<file path="config.mk">
export PLATFORM = sky130hd
export DESIGN_NAME = dcr_top
export DESIGN_NICKNAME = d
export VERILOG_FILES = /design/src/hdl/dcr_pkg.sv /design/src/hdl/dcr_nco_phase.sv /design/src/hdl/dcr_iq_assembler.sv /design/src/hdl/dcr_top.sv
export VERILOG_INCLUDE_DIRS = /design/src /design/src/hdl
export SDC_FILE = /design/constraint.sdc
export NUM_CORES = 1
export LEC_CHECK = 0
export BUFFER_PORTS_ARGS = -buffer_cell sky130_fd_sc_hd__buf_2
export CORE_ASPECT_RATIO = 1.75
export CORE_MARGIN = 2
export CORE_UTILIZATION = 57
export CTS_CLUSTER_DIAMETER = 40
export DETAILED_ROUTE_END_ITERATION = 8
export PLACE_DENSITY = 0.8
export SYNTH_ARGS = -nofsm -noshare
export SYNTH_HDL_FRONTEND = slang
export SYNTH_HIERARCHICAL = 1
export SYNTH_SLANG_ARGS = --single-unit
</file>
<file path="constraint.sdc">
create_clock -name mclk -period 2.95 [get_ports mclk]
set_clock_uncertainty 0.1 [all_clocks]
set_input_delay 0.59 -clock mclk [delete_from_list [all_inputs] [get_ports mclk]]
set_output_delay 0.59 -clock mclk [all_outputs]
set_load 0.02 [all_outputs]
</file>
<file path="src/hdl/dcr_regs.svh">
/*
 * Constants of the digital datapath control register: address, field
 * positions, reset value and the serial port framing it is written through.
 * Assumes inclusion by every file that decodes or drives the register.
 */
`ifndef DCR_REGS_SVH
`define DCR_REGS_SVH

`define DCR_ADDR_W          5
`define DCR_CTRL_ADDR       5'h01
`define DCR_INSTR_BITS      8
`define DCR_DATA_BITS       16
`define DCR_INSTR_RD_POS    7

`define DCR_CTRL_RESET      16'h0100
`define DCR_CTRL_WMASK      16'h7BFF

`define DCR_CLR_PHASE_POS   14
`define DCR_PN_EN_POS       13
`define DCR_SYNC_SEL_POS    12
`define DCR_PULSE_EN_POS    11
`define DCR_INV_SINC_POS    9
`define DCR_DCLK_OE_POS     8
`define DCR_INTERP_HI       7
`define DCR_INTERP_LO       6
`define DCR_FORMAT_POS      5
`define DCR_SINGLE_POS      4
`define DCR_REAL_POS        3
`define DCR_IQ_INV_POS      2
`define DCR_Q_FIRST_POS     1
`define DCR_MOD_GAIN_POS    0

`define DCR_SAMPLE_MSB      15
`define DCR_DCLK_DIV        4'h1

`endif

</file>
<file path="src/hdl/dcr_pkg.sv">
/*
 * Types shared by the datapath control register block.
 * Assumes the constants header is included alongside.
 */
package dcr_pkg;

    typedef enum logic [1:0] {
        DCR_INTERP_X1,
        DCR_INTERP_X2,
        DCR_INTERP_X4,
        DCR_INTERP_X8
    } dcr_interp_t;

    typedef enum logic [1:0] {
        DCR_SPI_IDLE,
        DCR_SPI_INSTR,
        DCR_SPI_DATA
    } dcr_spi_state_t;

endpackage

</file>
<file path="src/hdl/dcr_nco_phase.sv">
/*
 * NCO phase accumulator with hold-in-reset and modulator gain scaling.
 * Assumes a frequency word from logic on mclk and one step per cycle.
 */
`timescale 1ns/1ps
`include "dcr_regs.svh"

module dcr_nco_phase
    import dcr_pkg::*;
#(
    parameter int ACC_W = 32
) (
    input  wire logic               mclk,
    input  wire logic               rstn,
    input  wire logic [ACC_W-1:0]   ftw,
    input  wire logic               hold_clear,
    input  wire logic               half_gain,
    output logic      [ACC_W-1:0]   phase_q,
    output logic      [15:0]        nco_sample_q
);

    logic [15:0] raw_sample;

    assign raw_sample = phase_q[ACC_W-1 -: 16];

    always_ff @(posedge mclk or negedge rstn) begin
        if (!rstn) begin
            phase_q <= '0;
        end else if (hold_clear) begin
            phase_q <= '0;
        end else begin
            phase_q <= phase_q + ftw;
        end
    end

    // Arithmetic halving keeps the sign so the modulator cannot saturate
    always_ff @(posedge mclk or negedge rstn) begin
        if (!rstn) begin
            nco_sample_q <= 16'h0000;
        end else if (half_gain) begin
            nco_sample_q <= {raw_sample[15], raw_sample[15:1]};
        end else begin
            nco_sample_q <= raw_sample;
        end
    end

endmodule

</file>
<file path="src/hdl/dcr_iq_assembler.sv">
/*
 * I/Q input assembler: dual-port or interleaved single-port capture, pairing
 * order, format conversion and real-only output.
 * Assumes port data and transmit enable already synchronised to mclk.
 */
`timescale 1ns/1ps
`include "dcr_regs.svh"

module dcr_iq_assembler
    import dcr_pkg::*;
(
    input  wire logic           mclk,
    input  wire logic           rstn,
    input  wire logic           word_valid,
    input  wire logic [15:0]    first_input_port,
    input  wire logic [15:0]    second_input_port,
    input  wire logic           transmit_enable,
    input  wire logic           single_port,
    input  wire logic           iq_invert,
    input  wire logic           q_first,
    input  wire logic           offset_binary,
    input  wire logic           real_mode,
    output logic      [15:0]    i_out_q,
    output logic      [15:0]    q_out_q,
    output logic                pair_valid_q
);

    logic [15:0] held_q;
    logic        held_ok_q;
    logic        is_i_word;

    // Offset binary becomes two's complement by inverting the sign bit
    function automatic logic [15:0] to_twos(input logic [15:0] w, input logic ob);
        to_twos = ob ? {~w[`DCR_SAMPLE_MSB], w[14:0]} : w;
    endfunction

    assign is_i_word = transmit_enable ^ iq_invert;

    always_ff @(posedge mclk or negedge rstn) begin
        if (!rstn) begin
            held_q    <= 16'h0000;
            held_ok_q <= 1'b0;
        end else if (!single_port || !word_valid) begin
            held_ok_q <= held_ok_q & single_port;
        end else if (q_first ? !is_i_word : is_i_word) begin
            held_q    <= to_twos(first_input_port, offset_binary);
            held_ok_q <= 1'b1;
        end else if (!q_first) begin
            held_ok_q <= 1'b0;
        end
    end

    always_ff @(posedge mclk or negedge rstn) begin
        if (!rstn) begin
            i_out_q      <= 16'h0000;
            q_out_q      <= 16'h0000;
            pair_valid_q <= 1'b0;
        end else begin
            pair_valid_q <= 1'b0;
            if (word_valid && !single_port) begin
                i_out_q      <= to_twos(first_input_port, offset_binary);
                q_out_q      <= real_mode ? 16'h0000 :
                                to_twos(second_input_port, offset_binary);
                pair_valid_q <= 1'b1;
            end else if (word_valid && held_ok_q && !q_first && !is_i_word) begin
                i_out_q      <= held_q;
                q_out_q      <= real_mode ? 16'h0000 :
                                to_twos(first_input_port, offset_binary);
                pair_valid_q <= 1'b1;
            end else if (word_valid && held_ok_q && q_first && is_i_word) begin
                i_out_q      <= to_twos(first_input_port, offset_binary);
                q_out_q      <= real_mode ? 16'h0000 : held_q;
                pair_valid_q <= 1'b1;
            end
        end
    end

endmodule

</file>
<file path="src/hdl/dcr_top.sv">
/*
 * Digital datapath control register with its serial configuration port and
 * the datapath pieces it steers: I/Q assembly, NCO phase and gain, filter
 * selects, synchronization mode enables and the data clock pin.
 * Assumes the serial port pins and data pins come from outside mclk, and the
 * software reset level comes from the serial port config register on mclk.
 */
`timescale 1ns/1ps
`include "dcr_regs.svh"

module dcr_top
    import dcr_pkg::*;
#(
    parameter int ACC_W = 32
) (
    input  wire logic               mclk,
    input  wire logic               rstn,
    input  wire logic               sw_reset,
    input  wire logic               spi_sclk,
    input  wire logic               spi_csn,
    input  wire logic               spi_sdio_in,
    output logic                    spi_sdio_out,
    output logic                    spi_sdio_oe,
    input  wire logic [15:0]        first_input_port,
    input  wire logic [15:0]        second_input_port,
    input  wire logic               transmit_enable_pin,
    input  wire logic [ACC_W-1:0]   nco_ftw,
    output logic      [15:0]        i_out,
    output logic      [15:0]        q_out,
    output logic                    pair_valid,
    output logic      [ACC_W-1:0]   nco_phase,
    output logic      [15:0]        nco_sample,
    output logic                    inv_sinc_enable,
    output dcr_interp_t             interp_rate,
    output logic                    pn_sync_enable,
    output logic                    sync_mode_pn,
    output logic                    pulse_sync_enable,
    output logic                    data_clock_out_pin,
    output logic                    data_clock_out_oe,
    output logic      [15:0]        ctrl_readback
);

    logic [2:0]         sclk_sync_q;
    logic [1:0]         csn_sync_q;
    logic [1:0]         sdi_sync_q;
    logic [15:0]        p1_meta_q;
    logic [15:0]        p1_sync_q;
    logic [15:0]        p2_meta_q;
    logic [15:0]        p2_sync_q;
    logic [1:0]         txen_sync_q;
    logic               word_valid_q;

    logic               sclk_rise;
    logic               sclk_fall;
    logic               csn_high;

    dcr_spi_state_t     spi_state_q;
    logic [4:0]         bit_cnt_q;
    logic [7:0]         instr_q;
    logic [15:0]        shift_in_q;
    logic [15:0]        shift_out_q;
    logic               is_read_q;
    logic               spi_oe_q;
    logic               wr_strobe_q;
    logic [15:0]        wr_data_q;
    logic [`DCR_ADDR_W-1:0] addr_q;

    logic [15:0]        ctrl_q;
    logic [3:0]         dclk_div_q;
    logic               dclk_q;

    logic [15:0]        i_asm;
    logic [15:0]        q_asm;
    logic               pair_asm;

    // Single address decode used for both read and write
    function automatic logic addr_hit(input logic [`DCR_ADDR_W-1:0] a);
        addr_hit = (a == `DCR_CTRL_ADDR);
    endfunction

    // Serial port pins arrive from the host's clock, so two stages first
    always_ff @(posedge mclk or negedge rstn) begin
        if (!rstn) begin
            sclk_sync_q <= 3'h0;
            csn_sync_q  <= 2'h3;
            sdi_sync_q  <= 2'h0;
        end else begin
            sclk_sync_q <= {sclk_sync_q[1:0], spi_sclk};
            csn_sync_q  <= {csn_sync_q[0], spi_csn};
            sdi_sync_q  <= {sdi_sync_q[0], spi_sdio_in};
        end
    end

    // Edge detection looks only at the second stage and its delayed copy
    assign sclk_rise = sclk_sync_q[1] & ~sclk_sync_q[2];
    assign sclk_fall = ~sclk_sync_q[1] & sclk_sync_q[2];
    assign csn_high  = csn_sync_q[1];

    // Data pins and transmit enable also come from outside mclk
    always_ff @(posedge mclk or negedge rstn) begin
        if (!rstn) begin
            p1_meta_q    <= 16'h0000;
            p1_sync_q    <= 16'h0000;
            p2_meta_q    <= 16'h0000;
            p2_sync_q    <= 16'h0000;
            txen_sync_q  <= 2'h0;
            word_valid_q <= 1'b0;
        end else begin
            p1_meta_q    <= first_input_port;
            p1_sync_q    <= p1_meta_q;
            p2_meta_q    <= second_input_port;
            p2_sync_q    <= p2_meta_q;
            txen_sync_q  <= {txen_sync_q[0], transmit_enable_pin};
            // One word per data clock period, so the word rate matches the pin
            word_valid_q <= dclk_div_q == 4'h0 && !dclk_q;
        end
    end

    // Serial frame: one instruction byte, then sixteen data bits MSB first
    always_ff @(posedge mclk or negedge rstn) begin
        if (!rstn) begin
            spi_state_q <= DCR_SPI_IDLE;
            bit_cnt_q   <= 5'h00;
            instr_q     <= 8'h00;
            shift_in_q  <= 16'h0000;
            is_read_q   <= 1'b0;
            addr_q      <= '0;
        end else if (csn_high) begin
            spi_state_q <= DCR_SPI_IDLE;
            bit_cnt_q   <= 5'h00;
        end else begin
            unique case (spi_state_q)
                DCR_SPI_IDLE: begin
                    spi_state_q <= DCR_SPI_INSTR;
                    bit_cnt_q   <= 5'h00;
                end
                DCR_SPI_INSTR: begin
                    if (sclk_rise) begin
                        instr_q   <= {instr_q[6:0], sdi_sync_q[1]};
                        bit_cnt_q <= bit_cnt_q + 5'h01;
                        if (bit_cnt_q == 5'(`DCR_INSTR_BITS - 1)) begin
                            spi_state_q <= DCR_SPI_DATA;
                            bit_cnt_q   <= 5'h00;
                            is_read_q   <= instr_q[`DCR_INSTR_RD_POS - 1];
                            addr_q      <= {instr_q[`DCR_ADDR_W-2:0], sdi_sync_q[1]};
                        end
                    end
                end
                DCR_SPI_DATA: begin
                    if (sclk_rise && bit_cnt_q != 5'(`DCR_DATA_BITS)) begin
                        shift_in_q <= {shift_in_q[14:0], sdi_sync_q[1]};
                        bit_cnt_q  <= bit_cnt_q + 5'h01;
                    end
                end
            endcase
        end
    end

    // Write commits on the last data bit; an unmapped address is dropped
    always_ff @(posedge mclk or negedge rstn) begin
        if (!rstn) begin
            wr_strobe_q <= 1'b0;
            wr_data_q   <= 16'h0000;
        end else begin
            wr_strobe_q <= spi_state_q == DCR_SPI_DATA && sclk_rise && !is_read_q
                           && !csn_high && bit_cnt_q == 5'(`DCR_DATA_BITS - 1)
                           && addr_hit(addr_q);
            wr_data_q   <= {shift_in_q[14:0], sdi_sync_q[1]};
        end
    end

    // Readback shifts out on falling edges; unmapped addresses read zero
    always_ff @(posedge mclk or negedge rstn) begin
        if (!rstn) begin
            shift_out_q <= 16'h0000;
            spi_oe_q    <= 1'b0;
        end else if (csn_high) begin
            spi_oe_q    <= 1'b0;
        end else if (spi_state_q == DCR_SPI_INSTR && sclk_rise
                     && bit_cnt_q == 5'(`DCR_INSTR_BITS - 1)) begin
            shift_out_q <= (instr_q[`DCR_INSTR_RD_POS - 1]
                            && addr_hit({instr_q[`DCR_ADDR_W-2:0], sdi_sync_q[1]}))
                           ? ctrl_q : 16'h0000;
            spi_oe_q    <= instr_q[`DCR_INSTR_RD_POS - 1];
        end else if (spi_state_q == DCR_SPI_DATA && sclk_fall && is_read_q
                     && bit_cnt_q != 5'h00) begin
            shift_out_q <= {shift_out_q[14:0], 1'b0};
        end
    end

    assign spi_sdio_out = shift_out_q[15];
    assign spi_sdio_oe  = spi_oe_q;

    // Software reset wins over a write landing in the same cycle
    always_ff @(posedge mclk or negedge rstn) begin
        if (!rstn) begin
            ctrl_q <= `DCR_CTRL_RESET;
        end else if (sw_reset) begin
            ctrl_q <= `DCR_CTRL_RESET;
        end else if (wr_strobe_q) begin
            ctrl_q <= wr_data_q & `DCR_CTRL_WMASK;
        end
    end

    assign ctrl_readback = ctrl_q;

    // Mode selects feed the sync and filter logic outside this block
    assign pn_sync_enable    = ctrl_q[`DCR_PN_EN_POS];
    assign sync_mode_pn      = ctrl_q[`DCR_SYNC_SEL_POS];
    assign pulse_sync_enable = ctrl_q[`DCR_PULSE_EN_POS];
    assign inv_sinc_enable   = ctrl_q[`DCR_INV_SINC_POS];
    assign interp_rate       = dcr_interp_t'(ctrl_q[`DCR_INTERP_HI:`DCR_INTERP_LO]);

    // Data clock is mclk divided down; enable pulses pace the input words
    always_ff @(posedge mclk or negedge rstn) begin
        if (!rstn) begin
            dclk_div_q <= 4'h0;
            dclk_q     <= 1'b0;
        end else if (dclk_div_q == `DCR_DCLK_DIV) begin
            dclk_div_q <= 4'h0;
            dclk_q     <= ~dclk_q;
        end else begin
            dclk_div_q <= dclk_div_q + 4'h1;
        end
    end

    assign data_clock_out_pin = dclk_q;
    assign data_clock_out_oe  = ctrl_q[`DCR_DCLK_OE_POS];

    dcr_iq_assembler u_asm (
        .mclk              (mclk),
        .rstn              (rstn),
        .word_valid        (word_valid_q),
        .first_input_port  (p1_sync_q),
        .second_input_port (p2_sync_q),
        .transmit_enable   (txen_sync_q[1]),
        .single_port       (ctrl_q[`DCR_SINGLE_POS]),
        .iq_invert         (ctrl_q[`DCR_IQ_INV_POS]),
        .q_first           (ctrl_q[`DCR_Q_FIRST_POS]),
        .offset_binary     (ctrl_q[`DCR_FORMAT_POS]),
        .real_mode         (ctrl_q[`DCR_REAL_POS]),
        .i_out_q           (i_asm),
        .q_out_q           (q_asm),
        .pair_valid_q      (pair_asm)
    );

    assign i_out      = i_asm;
    assign q_out      = q_asm;
    assign pair_valid = pair_asm;

    dcr_nco_phase #(
        .ACC_W (ACC_W)
    ) u_nco (
        .mclk         (mclk),
        .rstn         (rstn),
        .ftw          (nco_ftw),
        .hold_clear   (ctrl_q[`DCR_CLR_PHASE_POS]),
        .half_gain    (ctrl_q[`DCR_MOD_GAIN_POS]),
        .phase_q      (nco_phase),
        .nco_sample_q (nco_sample)
    );

endmodule

</file>
==> metrics <==
required time of the critical path between 3 and 4 ns; worst hold margin 0.0612 ns; first-pass GRT wire length 44000 µm; residual DRC count 0; status complete, no violations; max-slew violations 0; core area 20100 µm²; RR Endpoint u_nco/phase_q[30]$_DFF_PN0_; CTS tree built; DRT Pass-1 Iters 5; switching share of power a little over a third; initial antenna violation count 2; Worst Tran Pin Value 0.927 ns; Die ar. 21500 µm²; post-route cell area 13700 µm²; Startpoint Class register; main combinational cell family by area after synthesis compound AO/OA/AOI/OAI gates; CTS Buffer Depth 3; Synth Area in Simple Gates 9.78%; Pint approximately 7.6 mW; DR WL/cell 19.0 µm; H-tree depth 1; pwr dens 845 nW/µm²; Post-DRT Antenna Nets 0; Yosys top cell area share 54.9%; CP Capture Type register; Top FF cell, synth dfrtp_1; Synth area leader dfrtp_1; Via Count between 8000 and 9000; Post-CTS Resized 0; Critical Path AT 2.95 ns; DP Area between 10000 and 15000 µm²; Rows 69; largest net degree at the start of global routing 67; share of layout cells above drive strength 1 31.6%; Max Clock Freq 0.377 GHz; min Tclk post-route 2.65 ns; Leak 6.39 nW; multiplexer area fraction after synthesis ~10%; HP Class in2reg; commonest non-fill, non-tap cell in the layout dfrtp_1; post-synthesis cell count 963; Yosys warnings 6; number of synthesized flops with an enable pin 0; Synth area leaders dfrtp_1, mux2_2, ha_1, a211oi_1, nor2_1; Max FO, Critical Path 3; setup violators final 0; Tot GR Track Use 25.1%; Buffers on Ports 175; NumNets Final 1257; Yosys reg bits 257; Slew headroom a little under two fifths; die height 192 µm; RR Startpoint u_nco/phase_q[0]$_DFF_PN0_; worst-skew pair later-pin latency 0.53 ns; synth unique cells 80; 1st-iter DRT viols 620; CP Class reg2reg; area of the mapped netlist 11600 µm²; FF-to-FF path depth 10; xor and xnor area share after synthesis 2.68%; Avg Inst Size Synth 12.0 µm²; unrepaired setup endpoints after global routing false; gr ovfl total 0; Fin. Hold Viols 0; combinational share of power 33.4%; Detailed Place HPWL roughly 19000 µm; R2R Setup Slk just under 0.3 ns; Worst VDD drop 758 µV; maxcap violations 0; Clock Sinks ~260; GPL Wtd Cong 0.919; startpoint of the worst hold path spi_csn; crit share post-route 89.9%; Die Wd 112 µm; FFs w/ async S/R, synth 100%; initial core utilization 57.5%; vias in the first global route slightly below 9000; Clock transition at path regs 0.06 ns; Seq/Total Area, Yosys between 50% and 60%; clock buffer count from CTS 25; Via density 6.02; Synth Area in Adders approximately 4.2%; Top Ports 178; synthesis-to-finish area growth 18.8%; post-layout util 68.3%; compound-cell area share of the yosys netlist 14.1%; hold path depth 1; clk root buf clkbuf_16; clock power share 29.3%; P_sw approximately 4 mW; commonest cells after routing, fill and taps aside dfrtp_1, buf_2, mux2_2; hold worst-path end csn_sync_q[0]$_DFF_PN1_; DRT Wirelength 26900 µm; Flop pwr share between 30% and 40%
==> worst max path at each step <==
stage	startpoint	endpoint	slack (ns)
after floorplan	nco_ftw[0]	u_nco/phase_q[30]$_DFF_PN0_	0.15
after CTS	u_nco/phase_q[0]$_DFF_PN0_	u_nco/phase_q[30]$_DFF_PN0_	0.30
after global placement	nco_ftw[0]	u_nco/phase_q[30]$_DFF_PN0_	0.06
after global routing	u_nco/phase_q[0]$_DFF_PN0_	u_nco/phase_q[30]$_DFF_PN0_	0.06
after detailed placement	nco_ftw[0]	u_nco/phase_q[30]$_DFF_PN0_	-0.006
final	u_nco/phase_q[0]$_DFF_PN0_	u_nco/phase_q[30]$_DFF_PN0_	0.30
==> registers in the layout, indices dropped and copies added (netlist names), 3 cells and up <==
name / count
instr_q: 7
p1_meta_q: 16
dclk_div_q: 4
wr_data_q: 14
u_asm/held_q: 16
addr_q: 5
sclk_sync_q: 3
u_asm/q_out_q: 16
p2_sync_q: 16
shift_in_q: 14
bit_cnt_q: 5
ctrl_readback: 14
u_nco/nco_sample_q: 16
shift_out_q: 16
u_nco/phase_q: 32
p1_sync_q: 16
u_asm/i_out_q: 16
p2_meta_q: 16
==> per-stage QoR <==
| stage | instances | setup slack (ns) | setup TNS, ns | power (mW) |
|---|---|---|---|---|
| 3_5_place_dp | 1368 | -0.00578 | -0.00578 | 8.21 |
| 6_report | 1418 | 0.298 | 0 | 11.6 |
| 3_3_place_gp | 1368 | 0.0632 | 0 | 8.15 |
| 2_1_floorplan | 964 | 0.148 | 0 | 6.87 |
| 4_1_cts | 1415 | 0.303 | 0 | 11.7 |
| 5_1_grt | 1417 | 0.0637 | 0 | 12.2 |
==> cell families after synthesis <==
group | Yosys count
other | 1
buffers and inverters | 89
muxes | 102
AOI/OAI and AO/OA | 234
DFF | 257
xor gates and xnor gates | 32
adders and majority gates | 38
and+or+nand+nor | 210
==> critical path, cell delays in order, from the launching register on <==
cell and delay [ns]:
dfrtp_1 0.35, ha_1 0.19, inv_1 0.06, fa_1 0.37, and2b_1 0.22, o31a_1 0.17, o21ai_1 0.11, o211ai_2 0.18
nand2_1 0.09, o41ai_1 0.33, mux2_1 0.36
==> per-layer routing <==
metal  track usage [%]  vias to the layer above  part of all wire (%)
met5                 0                        -                     0
met4              11.7                        0                   4.3
met3              3.49                       91                   5.2
met2              47.3                      344                    55
met1              27.9                     4205                    36
li1                  -                     3902                     -
==> repair_timing <==
action                                 in CTS  in global routing
hold buffers                                1                  0
endpoints found under the hold margin      57                  0
setup buffers                               0                  0
==> cell usage after synthesis (9+ instances only) <==
| master | n |
|---|---|
| o41ai_1 | 17 |
| dfrtp_1 | 254 |
| and3_1 | 14 |
| buf_4 | 11 |
| buf_2 | 9 |
| xor2_1 | 15 |
| a21oi_1 | 30 |
| o21bai_1 | 18 |
| nand3_1 | 22 |
| a21o_1 | 12 |
| mux2_4 | 10 |
| inv_1 | 22 |
| mux2i_1 | 18 |
| xnor2_1 | 15 |
| a31oi_1 | 24 |
| nor3_1 | 28 |
| nor2b_1 | 15 |
| nor2_1 | 54 |
| mux2_2 | 71 |
| clkbuf_1 | 40 |
| nand2_1 | 33 |
| o211ai_1 | 21 |
| a211oi_1 | 36 |
| ha_1 | 37 |
| o21ai_0 | 31 |
==> layout make-up <==
cell class              count  area, µm²
clock inverters            18        230
well taps                 248        310
multi-input cells         618       4740
repair buffers            222       1270
fillers                  1454       6370
inverters                  24       90.1
clock buffers              28        667
diodes                      3       7.51
flip-flops and latches    257       6430
==> power by group through the flow <==
stage / logic (mW) / registers, mW / clock network [mW]
finish: 3.89 / 4.32 / 3.41
detailed placement: 3.83 / 4.38 / 0
floorplan: 2.12 / 4.75 / 0
global route: 4.23 / 4.37 / 3.63
global placement: 3.77 / 4.38 / 0
CTS: 3.87 / 4.33 / 3.48
(Power assumes the default switching activity.)
